`config.mk`:
```
export PLATFORM = sky130hd
export DESIGN_NAME = fet_sense_ctrl
export DESIGN_NICKNAME = d
export VERILOG_FILES = /design/src/fet_sense_pkg.sv /design/src/sense_chan_if.sv /design/src/fet_sense_ctrl.sv /design/src/sense_chan.sv
export SDC_FILE = /design/constraint.sdc
export NUM_CORES = 1
export LEC_CHECK = 0
export ABC_AREA = 1
export BUFFER_PORTS_ARGS = -buffer_cell sky130_fd_sc_hd__buf_2
export CAP_MARGIN = 20
export CORE_MARGIN = 2
export CORE_UTILIZATION = 30
export CTS_CLUSTER_DIAMETER = 150
export DETAILED_ROUTE_END_ITERATION = 10
export PLACE_DENSITY = 0.54
export SYNTH_ARGS = -nofsm -noshare
export SYNTH_HDL_FRONTEND = slang
export SYNTH_HIERARCHICAL = 1
export SYNTH_SLANG_ARGS = --single-unit
export TNS_END_PERCENT = 50
```
`constraint.sdc`:
```
create_clock -name sys_clk_in -period 2.1 [get_ports sys_clk_in]
set_input_delay 0.105 -clock sys_clk_in [delete_from_list [all_inputs] [get_ports sys_clk_in]]
set_output_delay 0.105 -clock sys_clk_in [all_outputs]
set_load 0.02 [all_outputs]
```
`src/fet_sense_pkg.sv`:
```
// Purpose: shared constants for the low-side sense amplifier control block
// Assumes: 20 MHz system clock, 32-bit AHB-Lite register access
// Notes:   every offset, field position and count lives here, and every reset value but the zeros of bias, bidir and cal
package fet_sense_pkg;

    // clock, timing and amplifier count
    localparam int          CLK_HZ          = 20_000_000;
    localparam int          PEAK_TIME_NS    = 1000;
    localparam int          PEAK_CYCLES     =
        (PEAK_TIME_NS * (CLK_HZ / 1_000_000) + 999) / 1000;
    localparam int          BLANK_TIME_NS   = 200;
    localparam int          BLANK_CYCLES    =
        (BLANK_TIME_NS * (CLK_HZ / 1_000_000) + 999) / 1000;
    localparam int          NUM_AMPS        = 3;

    // register byte offsets
    localparam logic [7:0]  CTRL_OFFS       = 8'h00;
    localparam logic [7:0]  AMP0_OFFS       = 8'h04;
    localparam logic [7:0]  AMP1_OFFS       = 8'h08;
    localparam logic [7:0]  AMP2_OFFS       = 8'h0C;
    localparam logic [7:0]  STATUS_OFFS     = 8'h10;

    // control register fields
    localparam int          CTRL_FET_BIT    = 0;
    localparam int          CTRL_REF_BIT    = 1;
    localparam int          CTRL_PEAK_LSB   = 8;
    localparam int          PEAK_W          = 8;

    // per-amplifier register fields
    localparam int          AMP_GAIN_LSB    = 0;
    localparam int          AMP_BIAS_BIT    = 2;
    localparam int          AMP_BIDIR_BIT   = 3;
    localparam int          AMP_CAL_BIT     = 4;
    localparam int          AMP_BLANK_LSB   = 8;
    localparam int          BLANK_W         = 4;

    // status register: four bits per amplifier
    localparam int          STAT_W          = 4;

    // reset values
    localparam logic        FET_RST         = 1'b0;
    localparam logic        REF_RST         = 1'b0;
    localparam logic [PEAK_W-1:0]  PEAK_RST  = PEAK_W'(PEAK_CYCLES);
    localparam logic [BLANK_W-1:0] BLANK_RST = BLANK_W'(BLANK_CYCLES);

    // gain codes
    localparam logic [1:0]  GAIN_5          = 2'h0;
    localparam logic [1:0]  GAIN_10         = 2'h1;
    localparam logic [1:0]  GAIN_20         = 2'h2;
    localparam logic [1:0]  GAIN_40         = 2'h3;
    localparam logic [1:0]  GAIN_RST        = GAIN_10;

    // amplifier sequence, gray coded along the usual path
    typedef enum logic [1:0] {
        AMP_OFF   = 2'h0,
        AMP_WAIT  = 2'h1,
        AMP_BLANK = 2'h3,
        AMP_VALID = 2'h2
    } amp_state_e;

endpackage : fet_sense_pkg

```
`src/sense_chan_if.sv`:
```
// Purpose: settings to and state from one sense amplifier channel
// Assumes: single clock domain
// Notes:   cfg side is the register file, chan side the channel logic
interface sense_chan_if;
    import fet_sense_pkg::*;

    logic               fet_mode;
    logic               lowside_ref_select;
    logic [PEAK_W-1:0]  peak_cycles;
    logic [BLANK_W-1:0] blank_cycles;
    logic               ls_gate;
    logic               hs_gate;
    logic               peak_active;
    logic               amp_en;
    logic               amp_short;
    logic               out_valid;
    logic               mon_ref_src;
    logic               pos_sel_sw;

    modport cfg (
        output fet_mode, lowside_ref_select, peak_cycles, blank_cycles,
        input  ls_gate, hs_gate, peak_active, amp_en, amp_short,
        input  out_valid, mon_ref_src, pos_sel_sw
    );
    modport chan (
        input  fet_mode, lowside_ref_select, peak_cycles, blank_cycles,
        output ls_gate, hs_gate, peak_active, amp_en, amp_short,
        output out_valid, mon_ref_src, pos_sel_sw
    );
endinterface : sense_chan_if

```
`src/fet_sense_ctrl.sv`:
```
// Purpose: low-side FET current sense amplifier control with register file
// Assumes: AHB-Lite single word transfers, one clock, async active-low reset
// Notes:   zero wait states; read data is captured at the address phase
//
// Chosen here: the AHB-Lite register port and the address map.
module fet_sense_ctrl
    import fet_sense_pkg::*;
#(
    parameter int N = NUM_AMPS
) (
    // clock and reset
    input  wire logic          sys_clk_in,
    input  wire logic          rstn_in,
    // ahb-lite slave
    input  wire logic          hsel_in,
    input  wire logic [31:0]   haddr_in,
    input  wire logic [1:0]    htrans_in,
    input  wire logic          hwrite_in,
    input  wire logic [2:0]    hsize_in,
    input  wire logic [31:0]   hwdata_in,
    input  wire logic          hready_in,
    output logic [31:0]        hrdata_out,
    output logic               hreadyout_out,
    output logic               hresp_out,
    // gate commands from the host
    input  wire logic [N-1:0]  ls_cmd_in,
    input  wire logic [N-1:0]  hs_cmd_in,
    // gate drive
    output logic [N-1:0]       lowside_gate_output_out,
    output logic [N-1:0]       highside_gate_out,
    output logic [N-1:0]       gate_peak_current_out,
    output logic [N-1:0]       gate_hold_current_out,
    // amplifier control
    output logic [N-1:0]       amp_enable_out,
    output logic [N-1:0]       amp_input_short_out,
    output logic [N-1:0]       sense_amp_output_valid_out,
    output logic [N-1:0]       pos_from_switch_node_out,
    output logic [N-1:0]       ref_from_source_sense_out,
    output logic [2*N-1:0]     sense_gain_setting_out,
    output logic [N-1:0]       bias_half_ref_out,
    output logic [N-1:0]       bidir_sense_out,
    output logic [N-1:0]       offset_cal_out
);

    logic                      fet_q, fet_d;
    logic                      ref_q, ref_d;
    logic [PEAK_W-1:0]         peakset_q, peakset_d;
    logic [1:0]                gain_q [N];
    logic [1:0]                gain_d [N];
    logic [N-1:0]              bias_q, bias_d;
    logic [N-1:0]              bidir_q, bidir_d;
    logic [N-1:0]              cal_q, cal_d;
    logic [BLANK_W-1:0]        blank_q [N];
    logic [BLANK_W-1:0]        blank_d [N];
    logic                      wpend_q, wpend_d;
    logic [7:0]                waddr_q, waddr_d;
    logic [31:0]               rdata_q, rdata_d;
    logic [STAT_W*N-1:0]       status;
    logic                      take;

    // bus never stalls and never errors
    assign hreadyout_out = 1'b1;
    assign hresp_out     = 1'b0;
    assign hrdata_out    = rdata_q;
    assign take          = hsel_in && hready_in && htrans_in[1];

    // per-amplifier channels
    for (genvar i = 0; i < N; i++) begin : g_chan
        sense_chan_if ch_if ();

        assign ch_if.fet_mode     = fet_q;
        assign ch_if.lowside_ref_select = ref_q;
        assign ch_if.peak_cycles  = peakset_q;
        assign ch_if.blank_cycles = blank_q[i];

        sense_chan u_chan (
            .sys_clk_in (sys_clk_in),
            .rstn_in    (rstn_in),
            .ls_cmd_in  (ls_cmd_in[i]),
            .hs_cmd_in  (hs_cmd_in[i]),
            .ch         (ch_if.chan)
        );

        // pin outputs of this channel
        assign lowside_gate_output_out[i]    = ch_if.ls_gate;
        assign highside_gate_out[i]          = ch_if.hs_gate;
        assign gate_peak_current_out[i]      = ch_if.peak_active;
        assign gate_hold_current_out[i]      = !ch_if.peak_active;
        assign amp_enable_out[i]             = ch_if.amp_en;
        assign amp_input_short_out[i]        = ch_if.amp_short;
        assign sense_amp_output_valid_out[i] = ch_if.out_valid;
        assign pos_from_switch_node_out[i]   = ch_if.pos_sel_sw;
        assign ref_from_source_sense_out[i]  = ch_if.mon_ref_src;
        assign sense_gain_setting_out[2*i+:2] = gain_q[i];
        assign bias_half_ref_out[i]          = bias_q[i];
        assign bidir_sense_out[i]            = bidir_q[i];
        assign offset_cal_out[i]             = cal_q[i];
        assign status[STAT_W*i+:STAT_W]      = {ch_if.out_valid,
                                                ch_if.amp_short,
                                                ch_if.peak_active,
                                                ch_if.ls_gate};
    end

    // address phase capture and write of the pending data phase
    always_comb begin
        wpend_d   = take && hwrite_in;
        waddr_d   = take ? haddr_in[7:0] : waddr_q;
        fet_d     = fet_q;
        ref_d     = ref_q;
        peakset_d = peakset_q;
        bias_d    = bias_q;
        bidir_d   = bidir_q;
        cal_d     = cal_q;
        for (int i = 0; i < N; i++) begin
            gain_d[i]  = gain_q[i];
            blank_d[i] = blank_q[i];
        end
        if (wpend_q) begin
            if (waddr_q == CTRL_OFFS) begin
                fet_d     = hwdata_in[CTRL_FET_BIT];
                ref_d     = hwdata_in[CTRL_REF_BIT];
                peakset_d = hwdata_in[CTRL_PEAK_LSB+:PEAK_W];
            end
            for (int i = 0; i < N; i++) begin
                if (waddr_q == AMP0_OFFS + 8'(4 * i)) begin
                    gain_d[i]  = hwdata_in[AMP_GAIN_LSB+:2];
                    bias_d[i]  = hwdata_in[AMP_BIAS_BIT];
                    bidir_d[i] = hwdata_in[AMP_BIDIR_BIT];
                    cal_d[i]   = hwdata_in[AMP_CAL_BIT];
                    blank_d[i] = hwdata_in[AMP_BLANK_LSB+:BLANK_W];
                end
            end
        end
    end

    // read data captured at the address phase, zero for unmapped offsets
    always_comb begin
        rdata_d = rdata_q;
        if (take && !hwrite_in) begin
            rdata_d = 32'h0000_0000;
            if (haddr_in[7:0] == CTRL_OFFS) begin
                rdata_d[CTRL_FET_BIT]              = fet_q;
                rdata_d[CTRL_REF_BIT]              = ref_q;
                rdata_d[CTRL_PEAK_LSB+:PEAK_W]     = peakset_q;
            end
            if (haddr_in[7:0] == STATUS_OFFS) begin
                rdata_d[STAT_W*N-1:0]              = status;
            end
            for (int i = 0; i < N; i++) begin
                if (haddr_in[7:0] == AMP0_OFFS + 8'(4 * i)) begin
                    rdata_d[AMP_GAIN_LSB+:2]         = gain_q[i];
                    rdata_d[AMP_BIAS_BIT]            = bias_q[i];
                    rdata_d[AMP_BIDIR_BIT]           = bidir_q[i];
                    rdata_d[AMP_CAL_BIT]             = cal_q[i];
                    rdata_d[AMP_BLANK_LSB+:BLANK_W]  = blank_q[i];
                end
            end
        end
    end

    // register file flops
    always_ff @(posedge sys_clk_in or negedge rstn_in) begin
        if (!rstn_in) begin
            wpend_q   <= 1'b0;
            waddr_q   <= 8'h00;
            rdata_q   <= 32'h0000_0000;
            fet_q     <= FET_RST;
            ref_q     <= REF_RST;
            peakset_q <= PEAK_RST;
            bias_q    <= '0;
            bidir_q   <= '0;
            cal_q     <= '0;
            for (int i = 0; i < N; i++) begin
                gain_q[i]  <= GAIN_RST;
                blank_q[i] <= BLANK_RST;
            end
        end else begin
            wpend_q   <= wpend_d;
            waddr_q   <= waddr_d;
            rdata_q   <= rdata_d;
            fet_q     <= fet_d;
            ref_q     <= ref_d;
            peakset_q <= peakset_d;
            bias_q    <= bias_d;
            bidir_q   <= bidir_d;
            cal_q     <= cal_d;
            for (int i = 0; i < N; i++) begin
                gain_q[i]  <= gain_d[i];
                blank_q[i] <= blank_d[i];
            end
        end
    end

endmodule : fet_sense_ctrl

```
`src/sense_chan.sv`:
```
// Purpose: gate peak interval and amplifier enable sequence for one phase
// Assumes: gate commands arrive asynchronously from the host pins
// Notes:   commands pass three flops; a change counts when flops 2 and 3 agree
module sense_chan
    import fet_sense_pkg::*;
(
    // clock and reset
    input  wire logic   sys_clk_in,
    input  wire logic   rstn_in,
    // raw gate commands
    input  wire logic   ls_cmd_in,
    input  wire logic   hs_cmd_in,
    // settings and state
    sense_chan_if.chan  ch
);

    logic [2:0]         ls_sync_q, ls_sync_d;
    logic [2:0]         hs_sync_q, hs_sync_d;
    logic               ls_q, ls_d;
    logic               hs_q, hs_d;
    logic [PEAK_W-1:0]  peak_q, peak_d;
    logic [BLANK_W-1:0] blank_q, blank_d;
    amp_state_e         st_q, st_d;
    logic               change;
    logic               ls_rise;
    logic               peak_end;

    // synchroniser shift and agreement filter
    always_comb begin
        ls_sync_d = {ls_sync_q[1:0], ls_cmd_in};
        hs_sync_d = {hs_sync_q[1:0], hs_cmd_in};
        ls_d      = (ls_sync_q[1] == ls_sync_q[2]) ? ls_sync_q[2] : ls_q;
        hs_d      = (hs_sync_q[1] == hs_sync_q[2]) ? hs_sync_q[2] : hs_q;
        change    = (ls_d != ls_q) || (hs_d != hs_q);
        ls_rise   = ls_d && !ls_q;
    end

    // peak drive timer: any new command restarts it, cutting the old one
    always_comb begin
        peak_end = (peak_q == PEAK_W'(1)) && !change;
        if (change) begin
            peak_d = (ch.peak_cycles == '0) ? PEAK_W'(1) : ch.peak_cycles;
        end else if (peak_q != '0) begin
            peak_d = peak_q - PEAK_W'(1);
        end else begin
            peak_d = peak_q;
        end
    end

    // amplifier enable sequence for low-side sensing
    always_comb begin
        st_d = st_q;
        case (st_q)
            AMP_OFF: begin
                if (ls_rise) begin
                    st_d = AMP_WAIT;
                end
            end
            AMP_WAIT: begin
                if (peak_end) begin
                    st_d = AMP_BLANK;
                end
            end
            AMP_BLANK: begin
                if (blank_q == '0) begin
                    st_d = AMP_VALID;
                end
            end
            AMP_VALID: begin
                st_d = AMP_VALID;
            end
            default: begin
                st_d = AMP_OFF;
            end
        endcase
        if (ls_rise) begin
            st_d = AMP_WAIT;
        end
        if (!ls_d || !ch.fet_mode) begin
            st_d = AMP_OFF;
        end
    end

    // blanking timer, started at amplifier enable in fet mode, at any gate change otherwise
    always_comb begin
        if (ch.fet_mode ? (st_q == AMP_WAIT && st_d == AMP_BLANK)
                        : change) begin
            blank_d = ch.blank_cycles;
        end else if (blank_q != '0) begin
            blank_d = blank_q - BLANK_W'(1);
        end else begin
            blank_d = blank_q;
        end
    end

    // state registers
    always_ff @(posedge sys_clk_in or negedge rstn_in) begin
        if (!rstn_in) begin
            ls_sync_q <= 3'h0;
            hs_sync_q <= 3'h0;
            ls_q      <= 1'b0;
            hs_q      <= 1'b0;
            peak_q    <= '0;
            blank_q   <= '0;
            st_q      <= AMP_OFF;
        end else begin
            ls_sync_q <= ls_sync_d;
            hs_sync_q <= hs_sync_d;
            ls_q      <= ls_d;
            hs_q      <= hs_d;
            peak_q    <= peak_d;
            blank_q   <= blank_d;
            st_q      <= st_d;
        end
    end

    // decoded channel outputs
    assign ch.ls_gate     = ls_q;
    assign ch.hs_gate     = hs_q;
    assign ch.peak_active = (peak_q != '0);
    assign ch.amp_en      = ch.fet_mode ? (st_q == AMP_BLANK ||
                                           st_q == AMP_VALID)
                                        : 1'b1;
    assign ch.amp_short   = ch.fet_mode && (st_q == AMP_OFF);
    assign ch.out_valid   = ch.fet_mode ? (st_q == AMP_VALID)
                                        : (blank_q == '0);
    assign ch.mon_ref_src = ch.fet_mode || ch.lowside_ref_select;
    assign ch.pos_sel_sw  = ch.fet_mode;

endmodule : sense_chan

```
# Word level (Yosys, flattened, before mapping)
# Cells that the tools add are included.
# op_classes
n_addsub	6
mul	0
n_div	0
order_cmp	0
eq_ne	34
n_shift	0
muxes	52
bitwise_logic	0
n_reduce_logical	65
# ops
cell	count
$mux W8	8
$mux W4	9
$eq A8 B4 Y1 const B	4
$mux W2	13
$eq A8 B1 Y1 const B	3
$logic_not A8 Y1	3
$pmux W2 S4	3
$reduce_bool A8 Y1	3
$sub A8 B1 Y8 const B	3
$eq A2 B2 Y1 const B	9
$eq A8 B3 Y1 const B	2
$logic_and A1 B1 Y1	16
$mux W1	15
$mux W5	3
$logic_not A1 Y1	14
$logic_not A4 Y1	3
$mux W12	1
$reduce_bool A2 Y1	6
$reduce_bool A4 Y1	3
$sub A4 B1 Y4 const B	3
$logic_or A1 B1 Y1	10
$eq A8 B5 Y1 const B	1
$reduce_and A2 Y1	4
$eq A1 B1 Y1	6
3 further kinds	12
# totals
ff_bits	128
latchBits	0
ramBits	0
mem_bits_ro	0
inputBits	80
out_inout_bits	76
elab_cells	199
n_memories	0

# Longest topological paths before layout
# logic_depth
word_depth	14
depth_mapped	14
mapped_depth_nobuf	14

# By module
# The synthesis kept the hierarchy.
# modules_own_cells
mod	instances	cells_per_inst	area_each_um2	seq_area_each_um2
fet_sense_ctrl	1	372	3191.8	1561.5
sense_chan at g_chan[0].u_chan ...	2	144	1197.4	550.5
sense_chan at g_chan[2].u_chan	1	142	1187.4	550.5

# Worst setup path before layout
# No wires, ideal clock.
# synth_timing
kind	reg2reg
from	register g_chan[0].u_chan.ls_sync_q[2]
to	register g_chan[0].u_chan.blank_q[0]
setup_time_ps	113
arrival_ps	1557
t_required_ps	1987
path_slack_ps	430
stages_incl_launch_ff	14
path_buffers	0
synth_period_minus_slack_ps	1670
path_cell_list	dfrtp_1 -> or2_1 -> nand2_1 -> inv_1 -> ha_1 -> inv_1 -> a21oi_2 -> nand2_1 -> nand2_2 -> nand3_4 -> nand2_4 -> nand2_1 -> nand2_1 -> inv_1
# synth_between
elab_chain_cells	14
word_cells_on_any_way	18
cone_classes	eq/ne (3); mux (7); reduce/logical (8)
# synth_lines
item	line	text
start: declaration	sense_chan.sv:17	logic [2:0] ls_sync_q, ls_sync_d;
start signal: assignment	sense_chan.sv:107	ls_sync_q <= ls_sync_d;
$eq A1 B1 Y1	sense_chan.sv:32	ls_d = (ls_sync_q[1] == ls_sync_q[2]) ? ls_sync_q[2] : ls_q;
$mux W1 *	sense_chan.sv:32	
via g_chan[0].u_chan.ls_d	sense_chan.sv:19	logic ls_q, ls_d;
$ne A1 B1 Y1	sense_chan.sv:34	change = (ls_d != ls_q) || (hs_d != hs_q);
$logic_or A1 B1 Y1	sense_chan.sv:34	
$logic_not A1 Y1	sense_chan.sv:40	peak_end = (peak_q == PEAK_W'(1)) && !change;
$logic_and A1 B1 Y1	sense_chan.sv:40	
$mux W2	sense_chan.sv:60	if (peak_end) begin
$pmux W2 S4	sense_chan.sv:53	case (st_q)
$mux W2	sense_chan.sv:76	if (ls_rise) begin
$mux W2	sense_chan.sv:79	if (!ls_d || !ch.fet_mode) begin
$eq A2 B2 Y1	sense_chan.sv:86	if (ch.fet_mode ? (st_q == AMP_WAIT && st_d == AMP_BLANK)
$logic_and A1 B1 Y1	sense_chan.sv:86	
$mux W1 *	sense_chan.sv:86	
$mux W4 or $reduce_bool A2 Y1 (tied branches)	-	
end signal: assignment	sense_chan.sv:112	blank_q <= blank_d;
end: declaration	sense_chan.sv:22	logic [BLANK_W-1:0] blank_q, blank_d;
# Mark *: on every way through the listed nets, which the timed path passes. The rest lies on a longest branch.
# A chain may end at the register's enable or synchronous reset.

# Worst setup path after layout
# layout_timing
from	register g_chan[0].u_chan.blank_q[0]
to	output sense_amp_output_valid_out[0]
# layout_between
elab_chain_cells	2
# layout_lines
item	line	text
$logic_not A4 Y1	sense_chan.sv:126	: (blank_q == '0);
$mux W1	sense_chan.sv:125	assign ch.out_valid = ch.fet_mode ? (st_q == AMP_VALID)
end: declaration	fet_sense_ctrl.sv:36	output logic [N-1:0] sense_amp_output_valid_out,
# Every way passes these cells.

==> results by group <==
Pwr
  • Max rail drop VDD: 0.518 mV
  • Sw Share: 33.8%
  • Sequential power share: 39.4%
  • Clk pwr share: 34.8%
  • Pwr Density: 1050 nW/um2
  • Combinational power share: 25.7%
  • LEAKAGE: 4.20 nW
  • P_int: 0.00573 W
  • Net Switching: 0.00293 W

Global routing
  • Vias in the first global route: 5334
  • Busiest grt layer: met2
  • Initial antenna violation count: 0
  • Grt met2 use: 23.5%
  • Gr ovfl total: 0
  • Gr usage total: 14.9%
  • Met3 Usage GRT: 2.97%
  • Largest net degree at the start of global routing: 63
  • First-pass GRT wire length: 28.0 mm
  • Met1 GRT Util: 20.7%

Drt
  • Total number of vias: 5377
  • Starting DRC count in detailed routing: 305
  • Final wirelength: 16.9 mm
  • Drt first pass iters: 4
  • DR WL/cell: 14.0 um
  • Residual DRC count: 0
  • Vias per cell: 4.48
  • Post-route ant nets: 0

STA
  • RSZ-0062 raised after global routing: no
  • Worst-Margin Slew: 0.615 ns
  • Tmin final: 1.93 ns
  • Max-slew violations: 0
  • Final setup viols: 0
  • Sum Neg Setup Slack: 0 ns
  • Fin. Hold Viols: 0
  • Tcrit/Tclk final: 91.9%
  • Final setup skew: 0.00981 ns
  • Worst hold slack: 0.0218 ns
  • Relative slew slack: 59.0%
  • Max Freq: 518 MHz

Finish
  • ANT cells: 0
  • Share of cells above drive strength 1: 22.9%
  • Area Growth Syn to Fin: 21.1%
  • Post-layout nets: 1002

Clocking
  • Clock Path Buffers: 2
  • TritonCTS clock tree: built
  • Postcts setup bufs: 0
  • Clk_lat worst skew: 0.42 ns
  • CTS Buf Count: 17
  • H-tree depth: 4
  • Clock Sinks: 128
  • Root Driver: clkbuf_16
  • Clock-pin slew on the worst setup and hold paths: 0.06 ns

Place
  • HPWL Detailed: 12.3 mm
  • Placer's final routability congestion estimate: 0.783
  • Input/output buffers: 90

Critical path
  • Crit Path Max Fanout: 3
  • Slowest CP cell: dfrtp_1
  • Worst setup EP type: output pin
  • CP Launch Type: flop
  • Worst endpoint data arrival time: 1.82 ns
  • Worst path cell trace: inv_1 > ha_1 > nand2_1 > nor2_1 > nand2_1 > o31ai_1 > buf_4 > buf_2
  • WS Path Type: reg -> out
  • CP most frequent cell: nand2_1
  • CP max stage delay: 0.38 ns
  • Worst Path Required: 2.00 ns

Floorplanning
  • Starting Density: 30.8%
  • # rows: 54
  • Boundary Pins: 156
  • Die area: 23800 um2
  • Core area: 22000 um2
  • Die Width: 154 um
  • Die height: 154 um

Synthesis
  • Syn_area_per_cell: 8.45 um2
  • Most numerous cell in the Yosys netlist: nand2_1
  • Post-synth design cell area: 6770 um2
  • Top cells by area, synth: dfrtp_1 44%, nand2_1 10%, inv_1 5.8%
  • Number of synthesized flops with an enable pin: 0
  • Synthesis-stage register bit count: 128
  • Synth area leader: dfrtp_1
  • Synth top area share: 44.3%
  • Post-Synthesis Cells: 802
  • Sequential element share of the synthesized area: 47.4%
  • Top_reg_cell synth: dfrtp_1
  • Yosys Warn Count: 6
  • Synth cell types: 40
  • Asr flop ratio synth: 100%
  • Post-synth top cells: 183 x nand2_1, 120 x dfrtp_1, 104 x inv_1, 62 x nor2_1, 54 x nand3_1

Flow run
  • Max cap viols: 0

Outcome
  • Status: completed

Hold path
  • Hold crit path type: in -> reg
## repair_timing
| item | in CTS | in global routing |
|---|---|---|
| endpoints found under the hold margin | 82 | 0 |
| hold buffers | 22 | 0 |
| endpoints found under the setup margin | 2 | 2 |
| gates resized for setup | 2 | 2 |
## cell families after synthesis
group,share of synthesized area [%]
mux,0.166
compound gates,9.60
simple gates,23.9
fa+ha+maj,2.77
xor+xnor,3.49
buf+inv,12.5
flops,47.4
other cells,0.111
## power by group through the flow
| stage | clock network (W) | registers, W | logic (W) |
|---|---|---|---|
| after floorplan | 0 | 0.00335 | 0.00173 |
| after detailed placement | 0 | 0.00344 | 0.00220 |
| after CTS | 0.00309 | 0.00341 | 0.00225 |
| after global placement | 0 | 0.00344 | 0.00217 |
| after global routing | 0.00319 | 0.00348 | 0.00256 |
| final | 0.00301 | 0.00341 | 0.00223 |
## sequential cells by signal, summed over array words and instances, names as in the netlist
signal,flops
g_chan.ch_if.lowside_ref_select,1
g_chan.u_chan/blank_q,12
bias_half_ref_out,3
g_chan.u_chan/ls_sync_q,9
hrdata_out,16
g_chan.ch_if.blank_cycles,12
wpend_q,1
bidir_sense_out,3
fet_q,1
g_chan.u_chan/peak_q,24
g_chan.u_chan/ch.ls_gate,3
waddr_q,8
g_chan.ch_if.peak_cycles,8
g_chan.u_chan/st_q,6
offset_cal_out,3
g_chan.u_chan/ch.hs_gate,3
g_chan.u_chan/hs_sync_q,9
sense_gain_setting_out,6
## metrics by stage
stage               cell area [um2]  instances  util (%)  power (W)  worst slack (ns)
detailed placement             7360       1146      33.4    0.00564             0.215
global route                   8210       1200      37.3    0.00923            0.0183
floorplan                      6830        818         -    0.00508             0.430
CTS                            8190       1200      37.2    0.00875             0.112
finish                         8210       1200      37.3    0.00865             0.171
global placement               7360       1146      33.4    0.00561             0.219
## critical path, delay by kind of cell (launching register included)
| family | cells | cell delay, ns |
|---|---|---|
| buffers and inverters | 3 | 0.41 |
| DFF | 1 | 0.38 |
| and+or+nand+nor | 3 | 0.34 |
| adders and majority gates | 1 | 0.21 |
| AOI/OAI and AO/OA | 1 | 0.07 |
## path summary, 6_finish.rpt
check                                                         from                                           to  slack (ns)  depth (start not counted)
hold reg to reg            g_chan[0].u_chan/hs_sync_q[0]$_DFF_PN0_      g_chan[0].u_chan/hs_sync_q[1]$_DFF_PN0_        0.35                          0
max in group asynchronous                                  rstn_in  g_chan[1].ch_if.blank_cycles[2]$_DFFE_PN1P_        1.16                          3
setup / recovery           g_chan[0].u_chan/blank_q[0]$_DFFE_PN0P_                sense_amp_output_valid_out[0]        0.17                          8
hold / removal                                        hwdata_in[1]        sense_gain_setting_out[1]$_DFFE_PN0P_        0.02                          3
min in group asynchronous                                  rstn_in   g_chan[0].ch_if.peak_cycles[7]$_DFFE_PN0P_        0.26                          2
setup reg to reg           g_chan[2].u_chan/ls_sync_q[1]$_DFF_PN0_       g_chan[2].u_chan/peak_q[0]$_DFFE_PN0P_        0.23                          9
## layout by cell type (no fill, tap or decap), types with 3 or more instances in the layout
| master | count |
|---|---|
| clkbuf_8 | 4 |
| nand2_4 | 3 |
| o211ai_1 | 10 |
| xor2_1 | 13 |
| conb_1 | 18 |
| nor2_1 | 62 |
| nor3_1 | 4 |
| o21ai_1 | 29 |
| a21oi_1 | 4 |
| o22ai_1 | 12 |
| buf_2 | 89 |
| dfstp_2 | 8 |
| dfrtp_1 | 119 |
| o21ai_0 | 21 |
| nand3_4 | 3 |
| o21ai_2 | 19 |
| clkinvlp_4 | 3 |
| ha_1 | 15 |
| nand4_1 | 16 |
| o221ai_1 | 3 |
| clkbuf_16 | 17 |
| inv_2 | 5 |
| buf_4 | 16 |
| inv_1 | 104 |
| dlygate4sd3_1 | 22 |
| or2_2 | 3 |
| nand3_1 | 54 |
| nand2_1 | 183 |
| nor2_2 | 12 |
| xnor2_1 | 14 |
| nand2_2 | 8 |
## layout make-up
cell class | instances | area, um2
fill | 2283 | 13800
sequential | 128 | 3210
multi-input combinational | 520 | 2780
timing repair buffer | 130 | 837
clock buffer | 21 | 480
inverter | 110 | 413
tap | 280 | 350
clock inverter | 11 | 128
## layer usage
layer / vias to the layer above / wire length (um) / part of all wire (%)
li1: 2721 / - / -
met1: 2526 / 8270 / 49
met2: 116 / 7580 / 45
met3: 14 / 746 / 4.4
met4: 0 / 256 / 1.5
met5: - / 0 / 0
No activity file was read; power rests on OpenSTA's default activity.
